==> config.mk <==
export PLATFORM = sky130hd
export DESIGN_NAME = nvc_ctrl_end_flat
export DESIGN_NICKNAME = d
export VERILOG_FILES = /design/src/nvc_pkg.sv /design/src/nvc_if.sv /design/src/nvc_tick.sv /design/src/nvc_ctrl_end.sv /design/src/flat_wrapper.sv
export VERILOG_INCLUDE_DIRS = /design/src
export SDC_FILE = /design/constraint.sdc
export NUM_CORES = 1
export LEC_CHECK = 0
export BUFFER_PORTS_ARGS = -buffer_cell sky130_fd_sc_hd__buf_2
export CELL_PAD_IN_SITES_DETAIL_PLACEMENT = 0
export CELL_PAD_IN_SITES_GLOBAL_PLACEMENT = 1
export CORE_UTILIZATION = 42
export CTS_CLUSTER_SIZE = 14
export DETAILED_ROUTE_END_ITERATION = 10
export GPL_ROUTABILITY_DRIVEN = 0
export PLACE_DENSITY_LB_ADDON = 0.25
export REMOVE_ABC_BUFFERS = 1
export SYNTH_ARGS = -nofsm -noshare
export SYNTH_HDL_FRONTEND = slang
export SYNTH_SLANG_ARGS = --single-unit
==> constraint.sdc <==
create_clock -name ref_clk -period 40.5 [get_ports ref_clk]
set_input_delay 8.1 -clock ref_clk [delete_from_list [all_inputs] [get_ports ref_clk]]
set_output_delay 8.1 -clock ref_clk [all_outputs]
set_load 0.02 [all_outputs]
==> src/nvc_map.svh <==
/*
  Shared numbers of the nested vector controller: vector counts,
  exception numbering, priority and tick timer widths.
  Assumes inclusion by bare name from every file that needs them.
*/
`ifndef NVC_MAP_SVH
`define NVC_MAP_SVH

`define NVC_NUM_VEC 32
`define NVC_VEC_W 6
`define NVC_EXC_BASE 6'h10
`define NVC_EXC_TICK 6'h0F
`define NVC_PRIO_W 2
`define NVC_PRIO_NONE 3'h4
`define NVC_PINS_PER_PORT 8
`define NVC_TICK_W 24
`define NVC_TICK_ZERO 24'h00_0000
`define NVC_SAVE_CYC 4
`define NVC_CNT_W 4

`endif

==> src/nvc_pkg.sv <==
/*
  Types of the nested vector controller: core end state encoding
  and the tick timer state record.
  Assumes nvc_map.svh is on the include path.
*/
`include "nvc_map.svh"

package nvc_pkg;

  // Gray along idle, save, take, run, restore
  typedef enum logic [2:0] {
    NVC_IDLE = 3'h0,
    NVC_SAVE = 3'h1,
    NVC_TAKE = 3'h3,
    NVC_RUN = 3'h2,
    NVC_RESTORE = 3'h6
  } nvc_core_state_t;

  typedef struct packed {
    logic [`NVC_TICK_W-1:0] cnt;
    logic expire;
  } nvc_tick_st_t;

endpackage

==> src/nvc_if.sv <==
/*
  Link between the interrupt controller and the processor core:
  vector request and acknowledge, handler return, pin status.
  Assumes both ends run on the same ref_clk and share ce.
*/
`timescale 1ns/1ps
`include "nvc_map.svh"

interface nvc_if #(
  parameter int PIN_N = 48
) ();
  logic irq_req;
  logic [`NVC_VEC_W-1:0] irq_vector;
  logic irq_ack;
  logic irq_done;
  logic [PIN_N-1:0] pin_status;
  logic [PIN_N-1:0] pin_clr;

  modport ctrl (
    output irq_req,
    output irq_vector,
    output pin_status,
    input irq_ack,
    input irq_done,
    input pin_clr
  );

  modport core (
    input irq_req,
    input irq_vector,
    input pin_status,
    output irq_ack,
    output irq_done,
    output pin_clr
  );
endinterface

==> src/nvc_tick.sv <==
/*
  24-bit down-counting tick timer with automatic reload.
  Assumes reload comes from logic on ref_clk; reload of zero stops it.
*/
`timescale 1ns/1ps
`include "nvc_map.svh"

module nvc_tick (
  input wire logic ref_clk,
  input wire logic rst,
  input wire logic ce,
  input wire logic enable,
  input wire logic [`NVC_TICK_W-1:0] reload,
  output logic expire
);
  import nvc_pkg::*;

  nvc_tick_st_t r;
  nvc_tick_st_t next_r;

  always_comb begin
    next_r = r;
    next_r.expire = 1'b0;
    if (!enable || reload == `NVC_TICK_ZERO) begin
      next_r.cnt = reload;
    end else if (r.cnt == `NVC_TICK_ZERO) begin
      next_r.cnt = reload - `NVC_TICK_W'(1);
      next_r.expire = 1'b1;
    end else begin
      next_r.cnt = r.cnt - `NVC_TICK_W'(1);
    end
  end

  always_ff @(posedge ref_clk or posedge rst) begin
    if (rst) begin
      r <= '0;
    end else if (ce) begin
      r <= next_r;
    end
  end

  assign expire = r.expire;
endmodule

==> src/nvc_ctrl_end.sv <==
/*
  Nested vector controller, device end: synchronises peripheral and
  port pin requests, keeps pending and active priority state, and
  offers the best preempting vector to the core.
  Assumes the core end shares ref_clk, rst and ce, and that the
  configuration inputs come from logic on ref_clk.
*/
`timescale 1ns/1ps
`include "nvc_map.svh"

module nvc_ctrl_end #(
  parameter int NUM_PORTS = 6,
  parameter int DED_PORTS = 4
) (
  input wire logic ref_clk,
  input wire logic rst,
  input wire logic ce,
  input wire logic [`NVC_NUM_VEC-1:0] periph_irq,
  input wire logic [NUM_PORTS*`NVC_PINS_PER_PORT-1:0] port_pin_irq,
  input wire logic [`NVC_NUM_VEC-1:0] vec_en,
  input wire logic [`NVC_NUM_VEC*`NVC_PRIO_W-1:0] prio_cfg,
  input wire logic tick_en,
  input wire logic [`NVC_TICK_W-1:0] tick_reload,
  input wire logic [`NVC_PRIO_W-1:0] tick_prio,
  output logic all_ports_combined_irq,
  output logic [`NVC_NUM_VEC-1:0] pending_vec,
  output logic [2:0] run_prio,
  nvc_if.ctrl bus
);
  import nvc_pkg::*;

  localparam int PPP = `NVC_PINS_PER_PORT;
  localparam int PIN_N = NUM_PORTS * PPP;
  localparam int NV = `NVC_NUM_VEC;
  localparam int PW = `NVC_PRIO_W;
  localparam int VW = `NVC_VEC_W;
  localparam int LV = 1 << PW;

  if (DED_PORTS < 0 || DED_PORTS >= NUM_PORTS || DED_PORTS + 1 > NV) begin
    $error("nvc_ctrl_end: DED_PORTS must leave ports for combining");
  end

  // Running level is three bits: four levels and none
  if (PW + 1 != $bits(run_prio) || NV != (1 << (VW - 1))) begin
    $error("nvc_ctrl_end: priority width or vector count unsupported");
  end

  typedef struct packed {
    logic [NV-1:0] per_s1;
    logic [NV-1:0] per_s2;
    logic [PIN_N-1:0] pin_s1;
    logic [PIN_N-1:0] pin_s2;
    logic [PIN_N-1:0] pin_stat;
    logic [NV-1:0] pend;
    logic tick_pend;
    logic [LV-1:0] active;
    logic req;
    logic [VW-1:0] vec;
    logic [PW-1:0] req_prio;
    logic comb_irq;
    logic [2:0] run;
  } nvc_ctrl_st_t;

  nvc_ctrl_st_t r;
  nvc_ctrl_st_t next_r;

  logic [NUM_PORTS-1:0] port_any;
  logic [NV-1:0] src;
  logic combined;
  logic tick_hit;

  nvc_tick u_tick (
    .ref_clk(ref_clk),
    .rst(rst),
    .ce(ce),
    .enable(tick_en),
    .reload(tick_reload),
    .expire(tick_hit)
  );

  assign combined = |r.pin_s2;

  genvar gp;
  genvar gv;
  for (gp = 0; gp < NUM_PORTS; gp++) begin : g_port
    assign port_any[gp] = |r.pin_s2[gp*PPP +: PPP];
  end

  for (gv = 0; gv < NV; gv++) begin : g_vec
    if (gv < DED_PORTS) begin : g_ded
      assign src[gv] = port_any[gv];
    end else if (gv == DED_PORTS) begin : g_comb
      assign src[gv] = combined;
    end else begin : g_per
      assign src[gv] = r.per_s2[gv];
    end
  end

  always_comb begin
    logic [NV-1:0] take;
    logic take_tick;
    logic [VW-1:0] idx;
    logic [2:0] run;
    logic [2:0] bp;
    logic [VW-1:0] bv;
    next_r = r;
    take = '0;
    take_tick = 1'b0;
    idx = r.vec - `NVC_EXC_BASE;
    run = `NVC_PRIO_NONE;
    bp = `NVC_PRIO_NONE;
    bv = '0;

    // Pin levels come from outside; two stages each
    next_r.per_s1 = periph_irq;
    next_r.per_s2 = r.per_s1;
    next_r.pin_s1 = port_pin_irq;
    next_r.pin_s2 = r.pin_s1;

    // Sticky pin status, set beats clear
    next_r.pin_stat = (r.pin_stat & ~bus.pin_clr) | r.pin_s2;
    next_r.comb_irq = combined;

    // Acknowledged vector leaves pending
    if (bus.irq_ack) begin
      if (r.vec == `NVC_EXC_TICK) begin
        take_tick = 1'b1;
      end else begin
        take = NV'(1) << idx[4:0];
      end
    end

    // Set wins so a request at acknowledge is kept
    next_r.pend = (r.pend & ~take) | (src & vec_en);
    next_r.tick_pend = (r.tick_pend & ~take_tick) | tick_hit;

    // Running level is highest active one
    for (int i = LV - 1; i >= 0; i--) begin
      if (r.active[i]) begin
        run = 3'(i);
      end
    end

    // Levels nest strictly upward, so top is last in
    // Return retires the running level
    if (bus.irq_done && run != `NVC_PRIO_NONE) begin
      next_r.active[run[PW-1:0]] = 1'b0;
    end
    if (bus.irq_ack) begin
      next_r.active[r.req_prio] = 1'b1;
    end

    // Lowest vector number wins among equal priorities
    for (int v = NV - 1; v >= 0; v--) begin
      if (r.pend[v] && {1'b0, prio_cfg[v*PW +: PW]} <= bp) begin
        bp = {1'b0, prio_cfg[v*PW +: PW]};
        bv = VW'(v) + `NVC_EXC_BASE;
      end
    end
    if (r.tick_pend && {1'b0, tick_prio} <= bp) begin
      bp = {1'b0, tick_prio};
      bv = `NVC_EXC_TICK;
    end

    // Forced low after ack or done: the active level
    // moves one edge later, and a stale compare would
    // offer the vector just taken a second time
    // Strictly higher priority only
    next_r.req = (bp < run) && !bus.irq_ack && !bus.irq_done;
    next_r.vec = bv;
    next_r.req_prio = bp[PW-1:0];
    next_r.run = run;
  end

  always_ff @(posedge ref_clk or posedge rst) begin
    if (rst) begin
      r <= '0;
    end else if (ce) begin
      r <= next_r;
    end
  end

  assign bus.irq_req = r.req;
  assign bus.irq_vector = r.vec;
  assign bus.pin_status = r.pin_stat;
  assign all_ports_combined_irq = r.comb_irq;
  assign pending_vec = r.pend;
  // Lags active by one cycle; reads 0 in reset, then none while idle
  assign run_prio = r.run;
endmodule

==> src/flat_wrapper.sv <==
// flat-port wrapper written by rule: the top's interface ports become plain ports
module nvc_ctrl_end_flat import nvc_pkg::*;
#(
  parameter int NUM_PORTS = 6,
  parameter int DED_PORTS = 4
)
  (ref_clk, rst, ce, periph_irq, port_pin_irq, vec_en, prio_cfg, tick_en, tick_reload, tick_prio, all_ports_combined_irq, pending_vec, run_prio, bus_irq_req, bus_irq_vector, bus_pin_status, bus_irq_ack, bus_irq_done, bus_pin_clr);
  nvc_if #(.PIN_N(48)) bus_i ();
  input wire logic ref_clk;
  input wire logic rst;
  input wire logic ce;
  input wire logic [`NVC_NUM_VEC-1:0] periph_irq;
  input wire logic [NUM_PORTS*`NVC_PINS_PER_PORT-1:0] port_pin_irq;
  input wire logic [`NVC_NUM_VEC-1:0] vec_en;
  input wire logic [`NVC_NUM_VEC*`NVC_PRIO_W-1:0] prio_cfg;
  input wire logic tick_en;
  input wire logic [`NVC_TICK_W-1:0] tick_reload;
  input wire logic [`NVC_PRIO_W-1:0] tick_prio;
  output logic all_ports_combined_irq;
  output logic [`NVC_NUM_VEC-1:0] pending_vec;
  output logic [2:0] run_prio;
  output wire logic [$bits(bus_i.irq_req)-1:0] bus_irq_req;
  output wire logic [$bits(bus_i.irq_vector)-1:0] bus_irq_vector;
  output wire logic [$bits(bus_i.pin_status)-1:0] bus_pin_status;
  input wire logic [$bits(bus_i.irq_ack)-1:0] bus_irq_ack;
  input wire logic [$bits(bus_i.irq_done)-1:0] bus_irq_done;
  input wire logic [$bits(bus_i.pin_clr)-1:0] bus_pin_clr;
  assign bus_irq_req = bus_i.irq_req;
  assign bus_irq_vector = bus_i.irq_vector;
  assign bus_pin_status = bus_i.pin_status;
  assign bus_i.irq_ack = bus_irq_ack;
  assign bus_i.irq_done = bus_irq_done;
  assign bus_i.pin_clr = bus_pin_clr;
  nvc_ctrl_end #(.NUM_PORTS(NUM_PORTS), .DED_PORTS(DED_PORTS)) u_core (.ref_clk(ref_clk), .rst(rst), .ce(ce), .periph_irq(periph_irq), .port_pin_irq(port_pin_irq), .vec_en(vec_en), .prio_cfg(prio_cfg), .tick_en(tick_en), .tick_reload(tick_reload), .tick_prio(tick_prio), .all_ports_combined_irq(all_ports_combined_irq), .pending_vec(pending_vec), .run_prio(run_prio), .bus(bus_i));
endmodule
==> results of run 1 <==
==> layer usage <==
metal	wire length, um	up-vias	share of wire	global-route usage
li1	-	6761	-	-
met1	19800	6853	0.42	0.2998
met2	23190	369	0.49	0.4002
met3	3026	85	0.064	0.05424
met4	1103	16	0.023	0.07031
met5	108	-	0.0023	0
==> layout make-up <==
class | count | area share
inverters | 68 | 0.01235
diodes | 6 | 0.0006993
multi-input cells | 1119 | 0.4225
flip-flops and latches | 273 | 0.3182
clock inverters | 10 | 0.005128
well taps | 504 | 0.02937
clock buffers | 40 | 0.03852
repair buffers | 604 | 0.1732
==> logic make-up (layout without fill, tap and decap cells) <==
kind of cell             after synthesis  in the layout  share of synthesized area
AO/OA/AOI/OAI                        409            409                     0.1938
XOR/XNOR                               1              1                  0.0005515
adder cells (fa/ha/maj)               52             52                    0.04041
buffers and inverters                213            722                    0.07255
flip-flops                           273            273                     0.4301
multiplexers                         170            170                     0.1200
other                                  0              6                          0
AND/OR/NAND/NOR                      487            487                     0.1426
==> worst max-delay path: cells and delay by family <==
family | cells | cell delay, ns
AND/OR/NAND/NOR | 65 | 8.13
buffers and inverters | 40 | 4.86
multiplexers | 6 | 1.68
adder cells (fa/ha/maj) | 31 | 8.33
AO/OA/AOI/OAI | 84 | 12.57
==> worst paths after layout <==
| path | depth (start not counted) | endpoint |
|---|---|---|
| hold reg to reg | 1 | u_core.r[13] |
| hold / removal | 1 | u_core.r[13] |
| min in group asynchronous | 2 | u_core.r[130] |
| setup reg to reg | 226 | u_core.bus.irq_req |
| max in group asynchronous | 4 | u_core.pending_vec[13] |
| setup / recovery | 226 | u_core.bus.irq_req |
==> cell usage in the layout, fill, tap and decap left out, drive strengths merged, types with 7 or more instances in the layout <==
| master | netlist | final |
|---|---|---|
| a211oi | 8 | 8 |
| a21o | 23 | 23 |
| a21oi | 65 | 65 |
| a22o | 52 | 52 |
| a31oi | 15 | 15 |
| a32o | 32 | 32 |
| and2 | 8 | 8 |
| buf | 95 | 604 |
| clkbuf | 50 | 40 |
| dfrtp | 273 | 273 |
| ha | 48 | 48 |
| inv | 68 | 70 |
| mux2 | 160 | 160 |
| mux2i | 10 | 10 |
| nand2 | 167 | 167 |
| nand2b | 11 | 11 |
| nand3 | 20 | 20 |
| nor2 | 157 | 157 |
| nor2b | 23 | 23 |
| nor3 | 29 | 29 |
| nor4 | 24 | 24 |
| o211ai | 13 | 13 |
| o21a | 22 | 22 |
| o21ai | 83 | 83 |
| o22ai | 15 | 15 |
| o31ai | 14 | 14 |
| or2 | 10 | 10 |
| or3 | 7 | 7 |
| or4 | 15 | 15 |
==> cell usage after synthesis, types with 4 or more instances <==
| cell | instances |
|---|---|
| dfrtp_1 | 273 |
| and3_1 | 6 |
| o32ai_1 | 4 |
| a21o_1 | 23 |
| nor4_1 | 21 |
| or4_1 | 13 |
| and2_1 | 8 |
| clkbuf_1 | 50 |
| o21ai_0 | 73 |
| o32a_1 | 5 |
| nor2_1 | 155 |
| mux2i_1 | 10 |
| a211oi_1 | 7 |
| o21ai_1 | 7 |
| nand3_1 | 20 |
| nand2b_1 | 11 |
| nor3_1 | 27 |
| o211ai_1 | 12 |
| a22o_1 | 52 |
| o22ai_1 | 15 |
| o21bai_1 | 5 |
| nor2b_1 | 23 |
| a32oi_1 | 4 |
| inv_1 | 67 |
| mux2_2 | 158 |
| o41ai_1 | 5 |
| o31ai_1 | 8 |
| o211a_1 | 4 |
| a21oi_1 | 63 |
| a32o_1 | 32 |
| o21a_1 | 22 |
| or2_2 | 8 |
| a31oi_1 | 14 |
| buf_4 | 90 |
| or3_1 | 7 |
| nand2_1 | 167 |
| ha_1 | 48 |
| o31ai_2 | 4 |
==> registers in the layout (all words and copies together) (netlist names) <==
register                       flops
u_core.next_r                     75
u_core.bus.irq_vector              6
u_core.all_ports_combined_irq      1
u_core.bus.pin_status             48
u_core.u_tick.r                   24
u_core.r                          82
u_core.u_tick.expire               1
u_core.run_prio                    3
u_core.bus.irq_req                 1
u_core.pending_vec                32
==> stage by stage <==
| step | setup WS (ns) | hold WS, ns |
|---|---|---|
| 2_1_floorplan | -4.034 | 0.4423 |
| 3_3_place_gp | -5.652 | 0.4632 |
| 3_5_place_dp | -6.259 | 0.4741 |
| 4_1_cts | -2.542 | 0.4799 |
| 5_1_grt | -4.704 | 0.5026 |
| 6_report | -2.790 | 0.4824 |
==> what timing repair did <==
item,CTS,global route
cloned,0,0
hold buffers,0,0
pin swaps,103,125
endpoints found under the setup margin,9,9
buffers inserted,90,34
resized for setup,129,135
==> out/qor.yml, run 1 <==
fin_skew_ns: 0.01658
detailed_place_hpwl_mm: 33.31
antenna_found_initial: 14
fin_ws_ns: -2.790
relSlewSlack: 0.2727
drv_slew: 0
die-area_um2: 38600
final_cells: 2624
regToRegStartpoint: "u_core.pending_vec[31]"
postLayoutCellArea_um2: 21470
seq_area_frac_synth: 0.4301
reg2reg_setup_slack_ns: 4.28
cp.required_ns: 40.92
synth_top_area_frac: 0.4301
synthTopCellsByArea: "dfrtp_1 43%, mux2_2 11%, buf_4 4.3%"
rsz0062_at_grt: "true"
root_buffer: "clkbuf_16"
num_vias: 14084
worstSetupPathType: "primary input to flip-flop"
cts.sinks: 273
antenna_left: 0
synth.largest_area_cell: "dfrtp_1"
cts_tree: "done"
cp_max_fo: 6
drcViolationCount: 0
yosysWarnings: 0
maxCapViolations: 0
worstSetupStartpoint: "prio_cfg[62]"
clk_latency_ns: 0.56
hp-start: "u_core.r[5]"
fin_crit_ns: 43.29
clkTransAtPathRegs_ns: 0.06
htree_num_levels: 1
track_usage: 0.2362
first_pass_iters: 4
dp_cells: 2446
row_count: 70
start_util: 0.4307
critPathSlowestCell: "o211ai_1"
grt_pass1_wl_mm: 73.15
io_pins: 347
wire_per_inst_um: 18.00
hold_viol: 0
grt_pass1_vias: 14062
critical_path.max_stage_delay_ns: 0.43
avgSynthCellArea_um2: 9.896
drive_gt1_frac: 0.4816
min_path_type: "flip-flop to flip-flop"
start_kind: "primary input"
seq_area_um2: 6832
finalSetupTns_ns: -22.80
ys_async_sr_fraction: 1.000
cts.path.max_buffers: 3
grt_max_degree: 137
worst_pin_slew_ns: 1.089
utilization: 0.5823
vias_per_cell: 5.367
multiInputGateArea_um2: 9072
syn_to_final_growth_pct: 35.19
dpl_cell_area_um2: 18420
violations: "negative setup slack"
critPathCaptureType: "flip-flop"
io_buffers: 341
fin_nets: 2399
ys_ff_latch: 273
crit_arrival_ns: 43.71
synth_edf_count: 0
syn_area_um2: 15880
core_area_um2: 36870
max_freq_ghz: 0.02310
outcome: "finished with violations"
finalSetupViolations: 9
yosys_most_used_dff: "dfrtp_1"
dieWidth_um: 196.5
grt_overflow: 0
critPathMostFrequentCell: "buf_4"
synth_cell_types: 90
min_period_over_period: 1.069
die_h_um: 196.5
drt-initial-drc-count: 737
synthCells: 1605
cts-buffers-inserted: 29
wl_mm: 47.23
nFillCells: 3223
Power of run 1 is left out: the tool's default activity adds up to more than one toggle a clock period on the data nets, which glitch-free logic cannot reach.
==> run 2, diff against run 1 <==
--- a/config.mk
+++ b/config.mk
@@ -6,12 +6,13 @@
 export SDC_FILE = /design/constraint.sdc
 export NUM_CORES = 1
 export LEC_CHECK = 0
-export BUFFER_PORTS_ARGS = -buffer_cell sky130_fd_sc_hd__buf_2
+export ABC_AREA = 1
 export CELL_PAD_IN_SITES_DETAIL_PLACEMENT = 0
 export CELL_PAD_IN_SITES_GLOBAL_PLACEMENT = 1
-export CORE_UTILIZATION = 42
+export CORE_UTILIZATION = 46
 export CTS_CLUSTER_SIZE = 14
 export DETAILED_ROUTE_END_ITERATION = 10
+export DONT_BUFFER_PORTS = 1
 export GPL_ROUTABILITY_DRIVEN = 0
 export PLACE_DENSITY_LB_ADDON = 0.25
 export REMOVE_ABC_BUFFERS = 1
==> run 2 against run 1 <==
The flow now finishes without violations; clock skew decreased by 0.0069 ns; via count decreased by 11%; setup slack improved by 6.0 ns; area after synthesis decreased by 2.0%; critical path type unchanged; critical endpoint unchanged.
==> out/qor.yml, run 2 <==
ys_ff_latch: 273
hold_buffers: 0
finalSetupViolations: 0
clk_latency_ns: 0.55
multiInputGateArea_um2: 6978
syn_to_final_growth_pct: 5.175
maxCapViolations: 0
io_pins: 347
grt_pass1_vias: 12087
dieWidth_um: 186.0
grt_pass1_wl_mm: 62.42
cts.path.max_buffers: 3
yosys_most_used_dff: "dfrtp_1"
fin_crit_ns: 37.32
start_kind: "primary input"
synthTopCellsByArea: "dfrtp_1 44%, nand2_1 17%, o21ai_0 7.1%"
cp.required_ns: 40.98
synth_edf_count: 0
root_buffer: "clkbuf_16"
hold_viol: 0
final_cell_mix: "679 x nand2_1, 273 x dfrtp_1, 235 x inv_1, 202 x o21ai_0, 89 x nand3_1"
max_freq_ghz: 0.02680
critPathCaptureType: "flip-flop"
drcViolationCount: 0
core_area_um2: 33450
die_h_um: 186.0
start_util: 0.4655
synth_top_area_frac: 0.4387
row_count: 67
track_usage: 0.2308
num_vias: 12604
htree_num_levels: 1
die-area_um2: 34590
final_common_cell: "nand2_1"
worst_pin_slew_ns: 1.071
wire_per_inst_um: 16.71
cts.sinks: 273
first_pass_iters: 5
cts_tree: "done"
antenna_found_initial: 3
vias_per_cell: 5.191
grt_max_degree: 325
drive_gt1_frac: 0.08645
fin_nets: 2262
seq_area_frac_synth: 0.4387
crit_arrival_ns: 37.80
antenna_left: 0
avgSynthCellArea_um2: 7.515
detailed_place_hpwl_mm: 29.37
yosys-top-cells-count: "686 x nand2_1, 273 x dfrtp_1, 239 x inv_1"
drt-initial-drc-count: 728
finalSetupTns_ns: 0
fin_skew_ns: 0.009701
io_buffers: 0
nFillCells: 3364
synth.largest_area_cell: "dfrtp_1"
drv_slew: 0
ys_async_sr_fraction: 1.000
synth.most_common_cell: "nand2_1"
largest_reg_flops: 82
synthCells: 2072
outcome: "complete, no violations"
critPathMostFrequentCell: "nand2_1"
holdWs_ns: 0.4685
critical_path.max_stage_delay_ns: 0.33
relSlewSlack: 0.2862
cp_max_fo: 7
clkTransAtPathRegs_ns: 0.06
syn_area_um2: 15570
min_period_over_period: 0.9214
worstSetupPathType: "primary input to flip-flop"
min_path_type: "flip-flop to flip-flop"
largest-register: "u_core.r"
wl_mm: 40.58
critPathSlowestCell: "ha_1"
yosysWarnings: 0
cts-buffers-inserted: 31
grt_overflow: 0
seq_area_um2: 6832
synth_cell_types: 47
## run 2: final timing paths
check                                        from                         to  slack (ns)  cells after the start
setup / recovery                     prio_cfg[63]         u_core.bus.irq_req        3.18                    252
hold / removal                      u_core.r[205]              u_core.r[205]        0.47                      2
setup reg to reg           u_core.pending_vec[31]         u_core.bus.irq_req       10.02                    252
hold reg to reg                     u_core.r[205]              u_core.r[205]        0.47                      2
max in group asynchronous                     rst              u_core.r[113]       31.51                      2
min in group asynchronous                     rst  u_core.bus.pin_status[13]        7.53                      1
## run 2: routing by layer
metal  global-route usage  up-vias  share of wire
met1               0.3001     5890           0.43
met5                    0        -        0.00067
met2               0.3733      358           0.45
met3              0.06418       57          0.088
met4              0.06820        4          0.027
li1                     -     6295              -
## run 2: cell type report
type	count	area share
diodes	2	0.0003056
clock buffers	40	0.05126
inverters	243	0.05646
repair buffers	7	0.003973
well taps	448	0.03423
clock inverters	13	0.01054
multi-input cells	1402	0.4261
flip-flops and latches	273	0.4171
## run 2: timing repair
item	4_1_cts	5_1_grt
gates resized for setup	0	41
setup buffers	0	5
setup endpoints to repair	0	9
## run 2: through the flow
step	setup WS, ns	std cells	util	instance area [um^2]
2_1_floorplan	4.885	1918	-	14660
3_3_place_gp	1.987	2368	0.4562	15260
3_5_place_dp	1.194	2368	0.4562	15260
4_1_cts	1.615	2421	0.4865	16270
5_1_grt	-0.08815	2426	0.4895	16370
6_report	3.184	2428	0.4896	16380
## run 2: critical path: cells and delay by family
kind                       cells  cell delay, ns
and+or+nand+nor              133           12.17
adders and majority gates     33            8.85
buffers and inverters         28            2.03
AOI/OAI and AO/OA             58            6.56
## run 2: logic make-up after synthesis
| family | count (synthesis) | synth area share |
|---|---|---|
| AO/OA/AOI/OAI | 321 | 0.1119 |
| AND/OR/NAND/NOR | 1021 | 0.2869 |
| buffers and inverters | 397 | 0.1172 |
| XOR/XNOR | 12 | 0.006750 |
| flip-flops | 273 | 0.4387 |
| adder cells (fa/ha/maj) | 48 | 0.03857 |
Power of run 2 is left out for the same reason.
==> run 3, diff against run 2 <==
--- a/config.mk
+++ b/config.mk
@@ -15,6 +15,7 @@
 export DONT_BUFFER_PORTS = 1
 export GPL_ROUTABILITY_DRIVEN = 0
 export PLACE_DENSITY_LB_ADDON = 0.25
+export RECOVER_POWER = 50
 export REMOVE_ABC_BUFFERS = 1
 export SYNTH_ARGS = -nofsm -noshare
 export SYNTH_HDL_FRONTEND = slang
==> run 3 against run 2 <==
The flow now finishes with violations (max-capacitance violations, max-slew violations); register-to-register slack barely moved; wire length is 0.14% lower; cell area decreased by 0.16%; die area unchanged; worst hold slack about the same; setup slack worse by 0.0059 ns; critical path depth stayed put; first-iteration DRC count is 4.3% higher; sequential share of layout area grew 0.067 points; utilization is 0.079 points lower; flip-flop and latch count is the same; non-clock buffer count unchanged; critical path type unchanged; critical endpoint unchanged; largest cell class unchanged; highest routed layer unchanged.
==> out/qor.yml, run 3 (synthesized netlist as in run 2, its figures left out) <==
cts.sinks: 273
critPathSlowestCell: "ha_1"
cp_max_fo: 7
clk_latency_ns: 0.55
dieWidth_um: 186.0
start_kind: "primary input"
antenna_found_initial: 3
grt_pass1_wl_mm: 62.42
start_util: 0.4655
row_count: 67
worst_pin_slew_ns: 8.675
crit_arrival_ns: 37.80
wl_mm: 40.52
min_to: "u_core.r[205]"
cts-buffers-inserted: 31
drive_gt1_frac: 0.08595
hp-start: "u_core.r[205]"
htree_num_levels: 1
critical_path.max_stage_delay_ns: 0.33
regToRegStartpoint: "u_core.pending_vec[31]"
min_path_type: "flip-flop to flip-flop"
final_cells: 2428
syn_to_final_growth_pct: 5.006
drv_slew: 353
grt_pass1_vias: 12087
fin_skew_ns: 0.009951
drt-initial-drc-count: 759
holdPathStages: 2
relSlewSlack: -4.783
dp_cells: 2368
grt_max_degree: 325
largest_reg_flops: 82
track_usage: 0.2308
detailed_place_hpwl_mm: 29.37
hold_viol: 0
cts.path.max_buffers: 3
worstSetupPathType: "primary input to flip-flop"
dpl_cell_area_um2: 15260
rr_endpoint: "u_core.bus.irq_req"
die-area_um2: 34590
final_common_cell: "nand2_1"
final_cell_mix: "679 x nand2_1, 273 x dfrtp_1, 235 x inv_1, 202 x o21ai_0, 89 x nand3_1"
grt_overflow: 0
ff2ff_path_depth: 252
wire_per_inst_um: 16.69
io_pins: 347
maxCapViolations: 3
die_h_um: 186.0
critPathMostFrequentCell: "nand2_1"
drcViolationCount: 0
num_vias: 12624
reg2reg_setup_slack_ns: 10.01
root_buffer: "clkbuf_16"
finalSetupViolations: 0
first_pass_iters: 5
critPathTopFamily: "simple AND/OR/NAND/NOR gates"
vias_per_cell: 5.199
cts_tree: "done"
largest-register: "u_core.r"
cp.required_ns: 40.97
core_area_um2: 33450
nFillCells: 3368
critPathCaptureType: "flip-flop"
min_period_over_period: 0.9215
postLayoutCellArea_um2: 16350
violations: "max-capacitance violations, max-slew violations"
cp.buffers_inverters: 28
antenna_left: 0
io_buffers: 0
fin_crit_ns: 37.32
clkTransAtPathRegs_ns: 0.06
max_freq_ghz: 0.02679
fin_nets: 2262
outcome: "finished with violations"
-- run 3: timing repair --
action | 4_1_cts | 5_1_grt
gates resized for setup | 0 | 41
hold endpoints to repair | 0 | 0
buffers inserted | 0 | 5
hold buffers | 0 | 0
setup endpoints to repair | 0 | 9
-- run 3: per-layer routing --
metal | up-vias | track usage | wire length (um)
li1 | 6298 | - | -
met3 | 55 | 0.06418 | 3563
met2 | 365 | 0.3733 | 18610
met5 | - | 0 | 24
met1 | 5902 | 0.3001 | 17270
met4 | 4 | 0.06820 | 1056
-- run 3: metrics by stage --
stage	utilization	hold slack (ns)	setup WS [ns]	setup TNS (ns)
2_1_floorplan	-	0.4417	4.885	0
3_3_place_gp	0.4562	0.4529	1.987	0
3_5_place_dp	0.4562	0.4583	1.194	0
4_1_cts	0.4865	0.4704	1.615	0
5_1_grt	0.4887	0.4810	-0.09715	-0.1357
6_report	0.4888	0.4687	3.179	0
-- run 3: worst max-delay path by stage --
stage,from,to,depth (start not counted),slack (ns)
after floorplan,prio_cfg[63],u_core.bus.irq_req,239,4.88
after global placement,prio_cfg[63],u_core.bus.irq_req,238,1.99
after detailed placement,prio_cfg[63],u_core.bus.irq_req,236,1.19
after CTS,prio_cfg[63],u_core.bus.irq_req,238,1.62
after global routing,prio_cfg[63],u_core.bus.irq_req,256,-0.1
final,prio_cfg[63],u_core.bus.irq_req,252,3.18
-- run 3: worst reg2reg max path: cells and delay by family, from the launching register on --
family          cells  cell delay, ns
compound gates     58            6.57
simple gates      133           12.31
flops               1            0.62
buf+inv            28            2.03
fa+ha+maj          33            8.87
-- run 3: final cells by class --
class	count	area (um^2)	share of cell area
Clock inverter	13	172.7	0.01056
Antenna cell	2	5.005	0.0003061
Timing Repair Buffer	7	48.80	0.002984
Inverter	243	914.6	0.05594
Sequential cell	273	6832	0.4178
Multi-Input combinational cell	1402	6978	0.4268
Tap cell	448	560.5	0.03428
Clock buffer	40	839.6	0.05135
Power of run 3 is left out for the same reason.
